--- src/verilog/coc_pkg.sv ---
package coc_pkg;

    // ------------------------------------------------------------
    // Bus map
    // ------------------------------------------------------------
    localparam int ADR_W = 8;
    localparam logic [7:0] OFS_IRQ_STATUS = 8'h00;
    localparam logic [7:0] OFS_IRQ_MASK = 8'h04;
    localparam logic [7:0] OFS_CLK_STATUS = 8'h0c;
    localparam logic [7:0] OFS_MP_CTRL = 8'h10;
    localparam logic [7:0] OFS_SLOW_CTRL = 8'h14;

    // ------------------------------------------------------------
    // Control register fields (both oscillators share positions)
    // ------------------------------------------------------------
    localparam int CTRL_W = 16;
    localparam int BIT_LOCK = 12;
    localparam int STARTUP_LSB = 8;
    localparam int STARTUP_W = 3;
    localparam int BIT_REQ_GATE = 7;
    localparam int BIT_STBY_RUN = 6;
    localparam int BIT_AAMP = 5;
    localparam int BIT_OUT_GATE = 3;
    localparam int BIT_XTAL = 2;
    localparam int BIT_ENABLE = 1;
    localparam logic [15:0] SLOW_CTRL_RESET = 16'h0080;
    localparam logic [15:0] SLOW_CTRL_WMASK = 16'h17ee;
    localparam logic [15:0] MP_CTRL_RESET = 16'h0080;
    localparam logic [15:0] MP_CTRL_WMASK = 16'h00c6;

    // ------------------------------------------------------------
    // Status and interrupt bits
    // ------------------------------------------------------------
    localparam int IRQ_W = 2;
    localparam int IRQ_READY_SET = 0;
    localparam int IRQ_READY_LOST = 1;
    localparam int CS_MP_RUN = 0;
    localparam int CS_SLOW_READY = 1;
    localparam int CS_SLOW_RUN = 2;

    // ------------------------------------------------------------
    // Start-up timing
    // ------------------------------------------------------------
    localparam int CNT_W = 18;
    localparam logic [1:0] SYNC_CYCLES = 2'h3;
    localparam int SYNC_STAGES = 3;
    localparam int N_PIN = 2;
    localparam int PIN_ULP = 0;
    localparam int PIN_SLOW = 1;

    typedef enum logic [3:0] {
        COC_IDLE = 4'h1,
        COC_COUNT = 4'h2,
        COC_SYNC = 4'h4,
        COC_READY = 4'h8
    } coc_state_t;

    // Start-up code to count of slow reference cycles
    function automatic logic [CNT_W-1:0] coc_startup_cycles(input logic [STARTUP_W-1:0] code);
        logic [CNT_W-1:0] n;
        n = 18'h00001;
        unique case (code)
            3'h0: n = 18'h00001;
            3'h1: n = 18'h00020;
            3'h2: n = 18'h00800;
            3'h3: n = 18'h01000;
            3'h4: n = 18'h04000;
            3'h5: n = 18'h08000;
            3'h6: n = 18'h10000;
            3'h7: n = 18'h20000;
        endcase
        return n;
    endfunction

endpackage

--- src/verilog/coc_startup_timer.sv ---
`timescale 1ns/10ps
module coc_startup_timer (
    input wire logic clock,
    input wire logic sys_rst,
    input wire logic clk_en,
    input wire logic run,
    input wire logic ulp_tick,
    input wire logic osc_tick,
    input wire logic [coc_pkg::STARTUP_W-1:0] startup_code,
    output logic ready
);
    import coc_pkg::*;

    coc_state_t state;
    logic [CNT_W-1:0] cnt;
    logic [CNT_W-1:0] target;
    logic [1:0] sync_cnt;

    // ------------------------------------------------------------
    // Start-up sequencer
    // ------------------------------------------------------------
    // Count reference ticks, then oscillator edges, then flag ready
    always_ff @(posedge clock) begin
        if (sys_rst) begin
            state <= COC_IDLE;
            cnt <= '0;
            target <= '0;
            sync_cnt <= '0;
        end else if (clk_en) begin
            if (!run) begin
                state <= COC_IDLE;
                cnt <= '0;
                sync_cnt <= '0;
            end else begin
                unique case (state)
                    COC_IDLE: begin
                        target <= coc_startup_cycles(startup_code) - 18'h00001;
                        cnt <= '0;
                        state <= COC_COUNT;
                    end
                    COC_COUNT: begin
                        if (ulp_tick) begin
                            if (cnt == target) begin
                                state <= COC_SYNC;
                                sync_cnt <= '0;
                            end else begin
                                cnt <= cnt + 18'h00001;
                            end
                        end
                    end
                    COC_SYNC: begin
                        if (osc_tick) begin
                            if (sync_cnt == SYNC_CYCLES - 2'h1) begin
                                state <= COC_READY;
                            end else begin
                                sync_cnt <= sync_cnt + 2'h1;
                            end
                        end
                    end
                    COC_READY: begin
                        state <= COC_READY;
                    end
                endcase
            end
        end
    end

    assign ready = (state == COC_READY);

    // Count ends exactly on the selected reference tick
    count_end_a: assert property (@(posedge clock) disable iff (sys_rst)
        (clk_en && run && state == COC_COUNT && ulp_tick && cnt == target) |=> (state == COC_SYNC))
        else $error("start-up count did not end at target");
    // Ready only follows the third oscillator edge
    ready_sync_a: assert property (@(posedge clock) disable iff (sys_rst)
        $rose(ready) |-> ($past(state) == COC_SYNC && $past(sync_cnt) == 2'h2 && $past(osc_tick)))
        else $error("ready set without synchronization delay");

endmodule

--- src/verilog/coc_osc_ctrl.sv ---
`timescale 1ns/10ps
module coc_osc_ctrl (
    input wire logic clock,
    input wire logic sys_rst,
    input wire logic clk_en,
    input wire logic wb_cyc_i,
    input wire logic wb_stb_i,
    input wire logic wb_we_i,
    input wire logic [coc_pkg::ADR_W-1:0] wb_adr_i,
    input wire logic [3:0] wb_sel_i,
    input wire logic [31:0] wb_dat_i,
    output logic [31:0] wb_dat_o,
    output logic wb_ack_o,
    input wire logic standby_mode,
    input wire logic mp_clock_request,
    input wire logic slow_clock_request,
    input wire logic ulp_slow_clk_pin,
    input wire logic slow_crystal_in_pad,
    output logic mp_osc_run,
    output logic mp_crystal_select_pads,
    output logic mp_out_pad_gpio_free,
    output logic slow_osc_run,
    output logic slow_crystal_select_pads,
    output logic slow_out_pad_gpio_free,
    output logic slow_auto_amplitude_on,
    output logic slow_clock_output_on,
    output logic slow_crystal_ready_flag,
    output logic irq
);
    import coc_pkg::*;

    logic [CTRL_W-1:0] slow_ctrl;
    logic [CTRL_W-1:0] mp_ctrl;
    logic [IRQ_W-1:0] irq_status;
    logic [IRQ_W-1:0] irq_mask;
    logic [IRQ_W-1:0] irq_set;
    logic [N_PIN-1:0] pin_raw;
    logic [N_PIN-1:0] pin_tick;
    logic [31:0] rd_data;
    logic bus_access;
    logic bus_write;
    logic slow_lock;
    logic timer_ready;
    logic next_slow_run;
    logic next_mp_run;

    // Byte-lane write merge under a writable-bit mask
    function automatic logic [CTRL_W-1:0] merge_write(
        input logic [CTRL_W-1:0] old,
        input logic [31:0] data,
        input logic [3:0] sel,
        input logic [CTRL_W-1:0] wmask
    );
        logic [CTRL_W-1:0] lane;
        lane = {{8{sel[1]}}, {8{sel[0]}}} & wmask;
        return (old & ~lane) | (data[CTRL_W-1:0] & lane);
    endfunction

    // ------------------------------------------------------------
    // Pin synchronisers
    // ------------------------------------------------------------
    assign pin_raw = {slow_crystal_in_pad, ulp_slow_clk_pin};

    generate
        for (genvar g = 0; g < N_PIN; g++) begin : g_sync
            logic [SYNC_STAGES-1:0] shift;
            logic level;
            logic tick;
            // Rising edge counts once second and third stages agree
            always_ff @(posedge clock) begin
                if (sys_rst) begin
                    shift <= '0;
                    level <= 1'b0;
                    tick <= 1'b0;
                end else if (clk_en) begin
                    shift <= {shift[SYNC_STAGES-2:0], pin_raw[g]};
                    if (shift[1] == shift[2]) begin
                        level <= shift[2];
                    end
                    tick <= (shift[1] == shift[2]) && shift[2] && !level;
                end
            end
            assign pin_tick[g] = tick;
        end
    endgenerate

    // ------------------------------------------------------------
    // Wishbone slave
    // ------------------------------------------------------------
    assign bus_access = wb_cyc_i && wb_stb_i && !wb_ack_o;
    assign bus_write = bus_access && wb_we_i;
    assign slow_lock = slow_ctrl[BIT_LOCK];

    // One-cycle ack, dropped the cycle after
    always_ff @(posedge clock) begin
        if (sys_rst) begin
            wb_ack_o <= 1'b0;
            wb_dat_o <= '0;
        end else if (clk_en) begin
            wb_ack_o <= bus_access;
            if (bus_access && !wb_we_i) begin
                wb_dat_o <= rd_data;
            end
        end
    end

    // Read mux, unmapped reads return zero
    always_comb begin
        rd_data = '0;
        unique case (wb_adr_i)
            OFS_IRQ_STATUS: rd_data[IRQ_W-1:0] = irq_status;
            OFS_IRQ_MASK: rd_data[IRQ_W-1:0] = irq_mask;
            OFS_CLK_STATUS: begin
                rd_data[CS_MP_RUN] = mp_osc_run;
                rd_data[CS_SLOW_READY] = slow_crystal_ready_flag;
                rd_data[CS_SLOW_RUN] = slow_osc_run;
            end
            OFS_MP_CTRL: rd_data[CTRL_W-1:0] = mp_ctrl;
            OFS_SLOW_CTRL: rd_data[CTRL_W-1:0] = slow_ctrl;
            default: rd_data = '0;
        endcase
    end

    // ------------------------------------------------------------
    // Control registers
    // ------------------------------------------------------------
    // Slow crystal control, frozen once locked
    always_ff @(posedge clock) begin
        if (sys_rst) begin
            slow_ctrl <= SLOW_CTRL_RESET;
        end else if (clk_en) begin
            if (bus_write && wb_adr_i == OFS_SLOW_CTRL && !slow_lock) begin
                slow_ctrl <= merge_write(slow_ctrl, wb_dat_i, wb_sel_i, SLOW_CTRL_WMASK);
            end
        end
    end

    // Multipurpose oscillator control bits
    always_ff @(posedge clock) begin
        if (sys_rst) begin
            mp_ctrl <= MP_CTRL_RESET;
        end else if (clk_en) begin
            if (bus_write && wb_adr_i == OFS_MP_CTRL) begin
                mp_ctrl <= merge_write(mp_ctrl, wb_dat_i, wb_sel_i, MP_CTRL_WMASK);
            end
        end
    end

    // ------------------------------------------------------------
    // Oscillator run control
    // ------------------------------------------------------------
    always_comb begin
        next_slow_run = slow_ctrl[BIT_ENABLE]
            && (!slow_ctrl[BIT_REQ_GATE] || slow_clock_request)
            && (!standby_mode || slow_ctrl[BIT_STBY_RUN]);
        next_mp_run = mp_ctrl[BIT_ENABLE]
            && (!mp_ctrl[BIT_REQ_GATE] || mp_clock_request)
            && (!standby_mode || mp_ctrl[BIT_STBY_RUN]);
    end

    // Registered pad and oscillator controls
    always_ff @(posedge clock) begin
        if (sys_rst) begin
            slow_osc_run <= 1'b0;
            mp_osc_run <= 1'b0;
            slow_crystal_select_pads <= 1'b0;
            slow_out_pad_gpio_free <= 1'b1;
            mp_crystal_select_pads <= 1'b0;
            mp_out_pad_gpio_free <= 1'b1;
            slow_auto_amplitude_on <= 1'b0;
            slow_clock_output_on <= 1'b0;
        end else if (clk_en) begin
            slow_osc_run <= next_slow_run;
            mp_osc_run <= next_mp_run;
            slow_crystal_select_pads <= slow_ctrl[BIT_XTAL];
            slow_out_pad_gpio_free <= !slow_ctrl[BIT_XTAL];
            mp_crystal_select_pads <= mp_ctrl[BIT_XTAL];
            mp_out_pad_gpio_free <= !mp_ctrl[BIT_XTAL];
            slow_auto_amplitude_on <= slow_ctrl[BIT_AAMP];
            slow_clock_output_on <= slow_ctrl[BIT_OUT_GATE];
        end
    end

    // ------------------------------------------------------------
    // Start-up and ready flag
    // ------------------------------------------------------------
    coc_startup_timer u_startup (
        .clock(clock),
        .sys_rst(sys_rst),
        .clk_en(clk_en),
        .run(slow_osc_run),
        .ulp_tick(pin_tick[PIN_ULP]),
        .osc_tick(pin_tick[PIN_SLOW]),
        .startup_code(slow_ctrl[STARTUP_LSB +: STARTUP_W]),
        .ready(timer_ready)
    );

    // Ready flag register
    always_ff @(posedge clock) begin
        if (sys_rst) begin
            slow_crystal_ready_flag <= 1'b0;
        end else if (clk_en) begin
            slow_crystal_ready_flag <= timer_ready;
        end
    end

    // ------------------------------------------------------------
    // Interrupts
    // ------------------------------------------------------------
    assign irq_set[IRQ_READY_SET] = timer_ready && !slow_crystal_ready_flag;
    assign irq_set[IRQ_READY_LOST] = !timer_ready && slow_crystal_ready_flag;

    // Sticky status, write one to clear, set wins
    always_ff @(posedge clock) begin
        if (sys_rst) begin
            irq_status <= '0;
        end else if (clk_en) begin
            if (bus_write && wb_adr_i == OFS_IRQ_STATUS && wb_sel_i[0]) begin
                irq_status <= (irq_status & ~wb_dat_i[IRQ_W-1:0]) | irq_set;
            end else begin
                irq_status <= irq_status | irq_set;
            end
        end
    end

    // Mask register
    always_ff @(posedge clock) begin
        if (sys_rst) begin
            irq_mask <= '0;
        end else if (clk_en) begin
            if (bus_write && wb_adr_i == OFS_IRQ_MASK && wb_sel_i[0]) begin
                irq_mask <= wb_dat_i[IRQ_W-1:0];
            end
        end
    end

    // Level interrupt output
    always_ff @(posedge clock) begin
        if (sys_rst) begin
            irq <= 1'b0;
        end else if (clk_en) begin
            irq <= |(irq_status & irq_mask);
        end
    end

    // ------------------------------------------------------------
    // Checks
    // ------------------------------------------------------------
    lock_freeze_a: assert property (@(posedge clock) disable iff (sys_rst)
        (clk_en && slow_lock && bus_write && wb_adr_i == OFS_SLOW_CTRL) |=> $stable(slow_ctrl))
        else $error("locked register changed on write");
    lock_sticky_a: assert property (@(posedge clock) disable iff (sys_rst)
        slow_lock |=> slow_lock)
        else $error("lock released without reset");
    demand_stop_a: assert property (@(posedge clock) disable iff (sys_rst)
        (clk_en && slow_ctrl[BIT_REQ_GATE] && !slow_clock_request) |=> !slow_osc_run)
        else $error("slow osc runs without request");
    always_run_a: assert property (@(posedge clock) disable iff (sys_rst)
        (clk_en && slow_ctrl[BIT_ENABLE] && !slow_ctrl[BIT_REQ_GATE] && !standby_mode) |=> slow_osc_run)
        else $error("enabled slow osc not running");
    standby_off_a: assert property (@(posedge clock) disable iff (sys_rst)
        (clk_en && standby_mode && !slow_ctrl[BIT_STBY_RUN]) |=> !slow_osc_run)
        else $error("slow osc runs in standby");
    standby_run_a: assert property (@(posedge clock) disable iff (sys_rst)
        (clk_en && standby_mode && slow_ctrl[BIT_STBY_RUN] && slow_ctrl[BIT_ENABLE]
            && !slow_ctrl[BIT_REQ_GATE]) |=> slow_osc_run)
        else $error("slow osc stopped in standby");
    disable_stop_a: assert property (@(posedge clock) disable iff (sys_rst)
        (clk_en && !slow_ctrl[BIT_ENABLE]) |=> (!slow_osc_run ##2 !slow_crystal_ready_flag))
        else $error("disabled slow osc still running");
    mp_standby_a: assert property (@(posedge clock) disable iff (sys_rst)
        (clk_en && standby_mode && mp_ctrl[BIT_STBY_RUN] && mp_ctrl[BIT_ENABLE]
            && (!mp_ctrl[BIT_REQ_GATE] || mp_clock_request)) |=> mp_osc_run)
        else $error("multipurpose osc stopped in standby");
    mp_enable_a: assert property (@(posedge clock) disable iff (sys_rst)
        (clk_en && !mp_ctrl[BIT_ENABLE]) |=> !mp_osc_run)
        else $error("disabled multipurpose osc running");
    mp_pads_a: assert property (@(posedge clock) disable iff (sys_rst)
        clk_en |=> (mp_crystal_select_pads == $past(mp_ctrl[BIT_XTAL])
            && mp_out_pad_gpio_free != mp_crystal_select_pads))
        else $error("multipurpose pad select wrong");
    slow_pads_a: assert property (@(posedge clock) disable iff (sys_rst)
        clk_en |=> (slow_crystal_select_pads == $past(slow_ctrl[BIT_XTAL])
            && slow_out_pad_gpio_free != slow_crystal_select_pads))
        else $error("slow pad select wrong");
    amp_follow_a: assert property (@(posedge clock) disable iff (sys_rst)
        clk_en |=> slow_auto_amplitude_on == $past(slow_ctrl[BIT_AAMP]))
        else $error("amplitude control mismatch");
    out_gate_a: assert property (@(posedge clock) disable iff (sys_rst)
        clk_en |=> slow_clock_output_on == $past(slow_ctrl[BIT_OUT_GATE]))
        else $error("slow clock output gate mismatch");

endmodule

--- config.mk ---
export PLATFORM = sky130hd
export DESIGN_NAME = coc_osc_ctrl
export DESIGN_NICKNAME = d
export VERILOG_FILES = /design/src/verilog/coc_pkg.sv /design/src/verilog/coc_startup_timer.sv /design/src/verilog/coc_osc_ctrl.sv
export SDC_FILE = /design/constraint.sdc
export NUM_CORES = 1
export LEC_CHECK = 0
export ABC_AREA = 1
export ABC_CLOCK_PERIOD_IN_PS = 2200
export BUFFER_PORTS_ARGS = -buffer_cell sky130_fd_sc_hd__buf_4
export CAP_MARGIN = 20
export CORE_MARGIN = 8
export CORE_UTILIZATION = 40
export CTS_CLUSTER_DIAMETER = 150
export CTS_CLUSTER_SIZE = 8
export DETAILED_ROUTE_END_ITERATION = 8
export PLACE_DENSITY = 0.71
export SLEW_MARGIN = 10
export SYNTH_ARGS = -nofsm -noshare
export SYNTH_HDL_FRONTEND = slang
export SYNTH_SLANG_ARGS = --single-unit
--- constraint.sdc ---
create_clock -name clock -period 2.2 [get_ports clock]
set_clock_uncertainty 0.1 [all_clocks]
set_input_delay 0.22 -clock clock [delete_from_list [all_inputs] [get_ports clock]]
set_output_delay 0.22 -clock clock [all_outputs]
set_load 0.02 [all_outputs]
Yosys cells after proc, flatten, opt, wreduce, memory -nomap -nowiden
Memories as Yosys holds them, arrays and structs flattened. A register that Yosys moved wholly into a read port is not among the register bits.
Cells that the tools add are included.
W data, S select, Z words.
Storage, ports and cells
  flip-flop bits (word level): 115
  input port bits: 55
  memory bits (read-only): 64
  word-level logic and storage cells: 138
  memories kept: 1
  output and inout port bits: 43
Operators by class
  muxes and demuxes: 26
  equality and inequality tests: 20
  bitwise operators: 13
  add/sub/neg operators: 3
  reductions and logical operators: 49
Memories
  (name not given): depth 8, width 8, read ports 1, clocked after memory_dff 1, write ports 0, RTL line coc_pkg.sv:62  | unique case (code)
Operators with widths (number)
  $mux W18: 7
  $pmux W18 S2: 1
  $and A16 B16 Y16: 2
  $or A16 B16 Y16: 2
  $pmux W13 S2: 1
  $logic_and A1 B1 Y1: 21
  $mux W4: 5
  $add A18 B1 Y18 const B: 1
  $eq A18 B18 Y1: 1
  $sub A18 B1 Y18 const B: 1
  $and A16 B13 Y16: 1
  $and A16 B8 Y16: 1
  $eq A8 B5 Y1 const B: 2
  $not A13 Y16: 1
  $not A8 Y16: 1
  $pmux W4 S4: 1
  $logic_not A1 Y1: 12
  $mux W2: 6
  $ne A3 B3 Y1 const B: 4
  $reduce_and A2 Y1: 6
  $pmux W2 S5: 1
  $eq A8 B3 Y1 const B: 1
  $eq A8 B4 Y1 const B: 1
  $logic_not A8 Y1: 1
  other kinds (21): 30

Depth between registers and ports, before layout
  depth after elaboration: 8
  mapped depth: 15
  mapped depth without buffers: 13

By module
Synthesis repeated with hierarchy kept, for this count alone.
Second synthesis, totals
  cells, all modules: 661
  area, all modules: 4694.5 µm²
By module, submodules not included
  coc_startup_timer: cells an instance 359, times used 1, area an instance 2421.1 µm²
  coc_osc_ctrl: cells an instance 302, times used 1, area an instance 2273.4 µm²

Worst setup path before layout
OpenSTA, ideal clock, no wires.
  kind: register -> register
  from: register slow_osc_run
  to: register u_startup.cnt[13]
  stages on the path, launching flop included: 14
  slack: 0.440 ns
  required time: 1.990 ns
  library setup time: 0.110 ns
  buffers on the path: 2
  arrival time: 1.550 ns
  path through: dfxtp_1 -> clkbuf_2 -> inv_1 -> nor2_4 -> nand2_2 -> nand2_1 -> nor2_2 -> nand2_2 -> nand2_2 -> buf_6 -> nand2_1 -> nand2_1 -> inv_1 -> nor2_1
Between the ends
  longest elaborated chain between the ends: 2
RTL lines
  from (decl): RTL line coc_osc_ctrl.sv:22  | output logic slow_osc_run,
  from (signal assigned): RTL line coc_osc_ctrl.sv:173  | slow_osc_run <= next_slow_run;
  $ne A3 B3 Y1 (no source line) / $ne A3 B1 Y1 (equally long branches)
  $reduce_and A4 Y1 (no source line)
  to (signal assigned): RTL line coc_startup_timer.sv:47  | cnt <= cnt + 18'h00001;
  to (decl): RTL line coc_startup_timer.sv:15  | logic [CNT_W-1:0] cnt;
Parallel ways exist; a longest one is shown, timed or not.
A chain may end at the register's enable or synchronous reset.

Worst setup path in the final report
  from: register u_startup.state[2]
  to: register u_startup.cnt[2]
Between the ends
  longest elaborated chain between the ends: 3
RTL lines
  from (decl): RTL line coc_startup_timer.sv:14  | coc_state_t state;
  from (signal assigned): RTL line coc_startup_timer.sv:25  | state <= COC_IDLE;
  from (signal assigned): RTL line coc_startup_timer.sv:31  | state <= COC_IDLE;
  from (signal assigned): RTL line coc_startup_timer.sv:39  | state <= COC_COUNT;
  $eq A4 B2 Y1 / $eq A4 B1 Y1 (equally long branches): RTL line coc_startup_timer.sv:35  | unique case (state)
  $ne A3 B3 Y1 (no source line) (tied with other cells)
  $reduce_and A4 Y1 (no source line) / $mux W18 (equally long branches)
Parallel ways exist; a longest one is shown, timed or not.

==> impl_metrics.prom <==
# TYPE chip_impl_metric gauge
chip_impl_info{name="run_status",value="finished clean"} 1
chip_impl_metric{name="max_fo_critical_path",unit=""} 15
chip_impl_metric{name="avgViaCountPerCell",unit=""} 4.84
chip_impl_metric{name="max-vdd-ir-drop",unit="mV"} 0.546
chip_impl_metric{name="max_slew_margin",unit=""} 0.626
chip_impl_metric{name="syn_area",unit="µm²"} 4680
chip_impl_metric{name="total_power",unit="mW"} 3.68
chip_impl_metric{name="synth-seq-area-share",unit=""} 0.394
chip_impl_metric{name="areaGrowthSynthToFinish",unit="%"} 17.6
chip_impl_info{name="hold_path_class",value="primary input to register"} 1
chip_impl_info{name="cp-start-kind",value="register"} 1
chip_impl_metric{name="number_of_endpoints_failing_setup_at_the_final_stage",unit=""} 0
chip_impl_metric{name="cellLeakagePower",unit="nW"} 2.32
chip_impl_metric{name="drt-initial-drc-count",unit=""} 197
chip_impl_metric{name="htree_levels",unit=""} 3
chip_impl_metric{name="drv_cap",unit=""} 0
chip_impl_metric{name="max_freq",unit="MHz"} 525
chip_impl_metric{name="floorplan.initialDensity",unit=""} 0.409
chip_impl_info{name="grt_setup_unrepaired",value="no"} 1
chip_impl_metric{name="postRouteWirelength",unit="mm"} 11.1
chip_impl_info{name="cts_tree",value="done"} 1
chip_impl_info{name="most_frequent_standard_cell_in_the_layout_excluding_fill_and_tap_cells",value="nand2_1"} 1
chip_impl_metric{name="clock_sinks",unit=""} 92
chip_impl_metric{name="dp.final_hpwl",unit="mm"} 8.02
chip_impl_metric{name="insertion_delay",unit="ns"} 0.34
chip_impl_metric{name="global_route.usage.met3",unit=""} 0.0381
chip_impl_info{name="cts-root-buf",value="clkbuf_16"} 1
chip_impl_metric{name="grt_first_pass_wirelength",unit="mm"} 18.6
chip_impl_info{name="synthFlopType",value="dfxtp_1"} 1
chip_impl_metric{name="grt_max_degree",unit=""} 49
chip_impl_metric{name="fin_nets",unit=""} 792
chip_impl_metric{name="finalMaxSlewViolations",unit=""} 0
chip_impl_metric{name="fin_util",unit=""} 0.482
chip_impl_metric{name="critPathRequiredTime",unit="ns"} 2.37
chip_impl_metric{name="number_of_library_cell_types_mapped_by_synthesis",unit=""} 44
chip_impl_info{name="rr_startpoint",value="u_startup.state[2]$_SDFFE_PP0P_"} 1
chip_impl_metric{name="post_cts_buffers",unit=""} 0
chip_impl_metric{name="finalHoldViolations",unit=""} 0
chip_impl_info{name="timing.setup.critical_path_class",value="register to register"} 1
chip_impl_metric{name="powerDensity",unit="nW/µm²"} 669
chip_impl_metric{name="antenna_left",unit=""} 0
chip_impl_metric{name="yosys_register_bits",unit=""} 92
chip_impl_metric{name="dpl_worst_slack",unit="ns"} 0.288
chip_impl_metric{name="holdWs",unit="ns"} 0.0153
chip_impl_metric{name="antenna-diode-count",unit=""} 0
chip_impl_metric{name="global_route_usage_over_all_layers",unit=""} 0.148
chip_impl_metric{name="pin_count",unit=""} 98
chip_impl_metric{name="number_of_instances_in_the_synthesized_netlist",unit=""} 675
chip_impl_info{name="worst_setup_path_end_kind",value="register"} 1
chip_impl_metric{name="post-route-period-util",unit=""} 0.866
chip_impl_metric{name="first_pass_iters",unit=""} 5
chip_impl_metric{name="die_area",unit="µm²"} 15400
chip_impl_metric{name="worst_slack",unit="ns"} 0.294
chip_impl_metric{name="post-route-drc-count",unit=""} 0
chip_impl_metric{name="die_height",unit="µm"} 124
chip_impl_metric{name="met1_capacity_usage_during_global_routing",unit=""} 0.192
chip_impl_metric{name="tns",unit="ns"} 0
chip_impl_metric{name="final.min_clock_period",unit="ns"} 1.91
chip_impl_metric{name="postSynthAreaPerCell",unit="µm²"} 6.93
chip_impl_info{name="grt.busiest_layer",value="met2"} 1
chip_impl_metric{name="cts.clk_slew.worst_paths",unit="ns"} 0.07
chip_impl_metric{name="met2_usage",unit=""} 0.232
chip_impl_info{name="origin_of_the_worst_setup_path",value="u_startup.state[2]$_SDFFE_PP0P_"} 1
chip_impl_metric{name="routedWlPerCell",unit="µm"} 12.6
chip_impl_metric{name="synth.yosys.warnings",unit=""} 0
chip_impl_metric{name="cts_inserted_buffers",unit=""} 9
chip_impl_metric{name="worstMarginPinSlew",unit="ns"} 0.560
chip_impl_metric{name="rows",unit=""} 39
chip_impl_metric{name="place.gp.congestion",unit=""} 0.868
chip_impl_metric{name="clock_path_buffers",unit=""} 2
chip_impl_metric{name="antenna_found_initial",unit=""} 0
chip_impl_metric{name="core_area",unit="µm²"} 11400
chip_impl_metric{name="via_count",unit=""} 4257
chip_impl_metric{name="worst-endpoint-arrival",unit="ns"} 2.08
chip_impl_info{name="most-common-layout-cells",value="nand2_1, dfxtp_1, nor2_1"} 1
chip_impl_info{name="min_from",value="slow_crystal_in_pad"} 1
chip_impl_metric{name="synth_edf_count",unit=""} 0
chip_impl_metric{name="via_count_of_the_first_global_routing_pass",unit=""} 4043
chip_impl_metric{name="fp.dieW",unit="µm"} 124
chip_impl_metric{name="grt_overflow",unit=""} 0
chip_impl_metric{name="port-buffer-count",unit=""} 53
chip_impl_metric{name="drive_gt1_frac",unit=""} 0.145
chip_impl_metric{name="async_reset_ff_frac",unit=""} 0
Yosys cell counts (4+ instances only):
master | count | area share
a211oi_1 | 9 | 0.014
a21oi_1 | 55 | 0.059
buf_4 | 24 | 0.039
clkbuf_1 | 10 | 0.0080
dfxtp_1 | 92 | 0.39
ha_1 | 5 | 0.013
inv_1 | 82 | 0.066
nand2_1 | 140 | 0.11
nand2_2 | 4 | 0.0054
nand3_1 | 55 | 0.059
nand4_1 | 10 | 0.013
nor2_1 | 83 | 0.067
nor2_2 | 5 | 0.0067
nor3_1 | 15 | 0.016
o21ai_0 | 33 | 0.035
xor2_1 | 8 | 0.015
per-layer routing:
layer / vias to the layer above / routed length (µm)
met2: 109 / 4990
met4: 0 / 189
met1: 1873 / 5160
met5: - / 0
met3: 15 / 715
li1: 2260 / -
layout make-up:
type                       count  area (µm²)
clock buffer                   9         225
clock inverter                 7        92.6
fill                        1154        5920
inverter                      85         322
multi-input combinational    475        2320
sequential                    92        1840
tap                          143         179
timing repair buffer          69         523
critical path: stages (launching register included):
cell and delay [ns]:
dfxtp_1 0.36, nor2_4 0.15, nand3_4 0.16, nor2_4 0.19
nand2_2 0.07, nand2_1 0.07, nor2_2 0.05, nand2_2 0.07
buf_4 0.22, nand2_1 0.07, inv_1 0.13, o21ai_0 0.10
a21oi_1 0.11
final timing paths:
check	end	slack, ns	depth (start not counted)
worst min register to register	slow_out_pad_gpio_free$_SDFFE_PP1P_	0.36	2
worst min-delay path	g_sync[1].shift[0]$_SDFFE_PP0P_	0.02	3
worst max-delay path	u_startup.cnt[2]$_SDFFE_PP0P_	0.29	12
worst max register to register	u_startup.cnt[2]$_SDFFE_PP0P_	0.29	12
cells by family after synthesis:
logic type / Yosys count / synth area share
buffers and inverters: 128 / 0.127
other: 1 / 0.000802
AO/OA/AOI/OAI: 114 / 0.139
AND/OR/NAND/NOR: 326 / 0.310
XOR/XNOR: 9 / 0.0169
flip-flops: 92 / 0.394
adder cells (fa/ha/maj): 5 / 0.0134
metrics by stage:
stage	instance area, µm²	instances
2_1_floorplan	4750	695
5_1_grt	5500	880
3_3_place_gp	5160	862
6_report	5500	880
3_5_place_dp	5160	862
4_1_cts	5500	880
where the power goes:
| part | total [mW] | switching (mW) | leakage (nW) | internal, mW |
|---|---|---|---|---|
| logic | 0.334 | 0.220 | 1.42 | 0.113 |
| registers | 1.72 | 0.0212 | 0.747 | 1.70 |
| clock network | 1.63 | 0.720 | 0.155 | 0.911 |
| total | 3.68 | 0.961 | 2.32 | 2.72 |
timing repair:
action                                  CTS  global route
endpoints found under the setup margin    0             1
hold buffers                              2             0
gates resized for setup                   0             1
hold endpoints to repair                  2             0
Power figures use the tool's default switching activity.
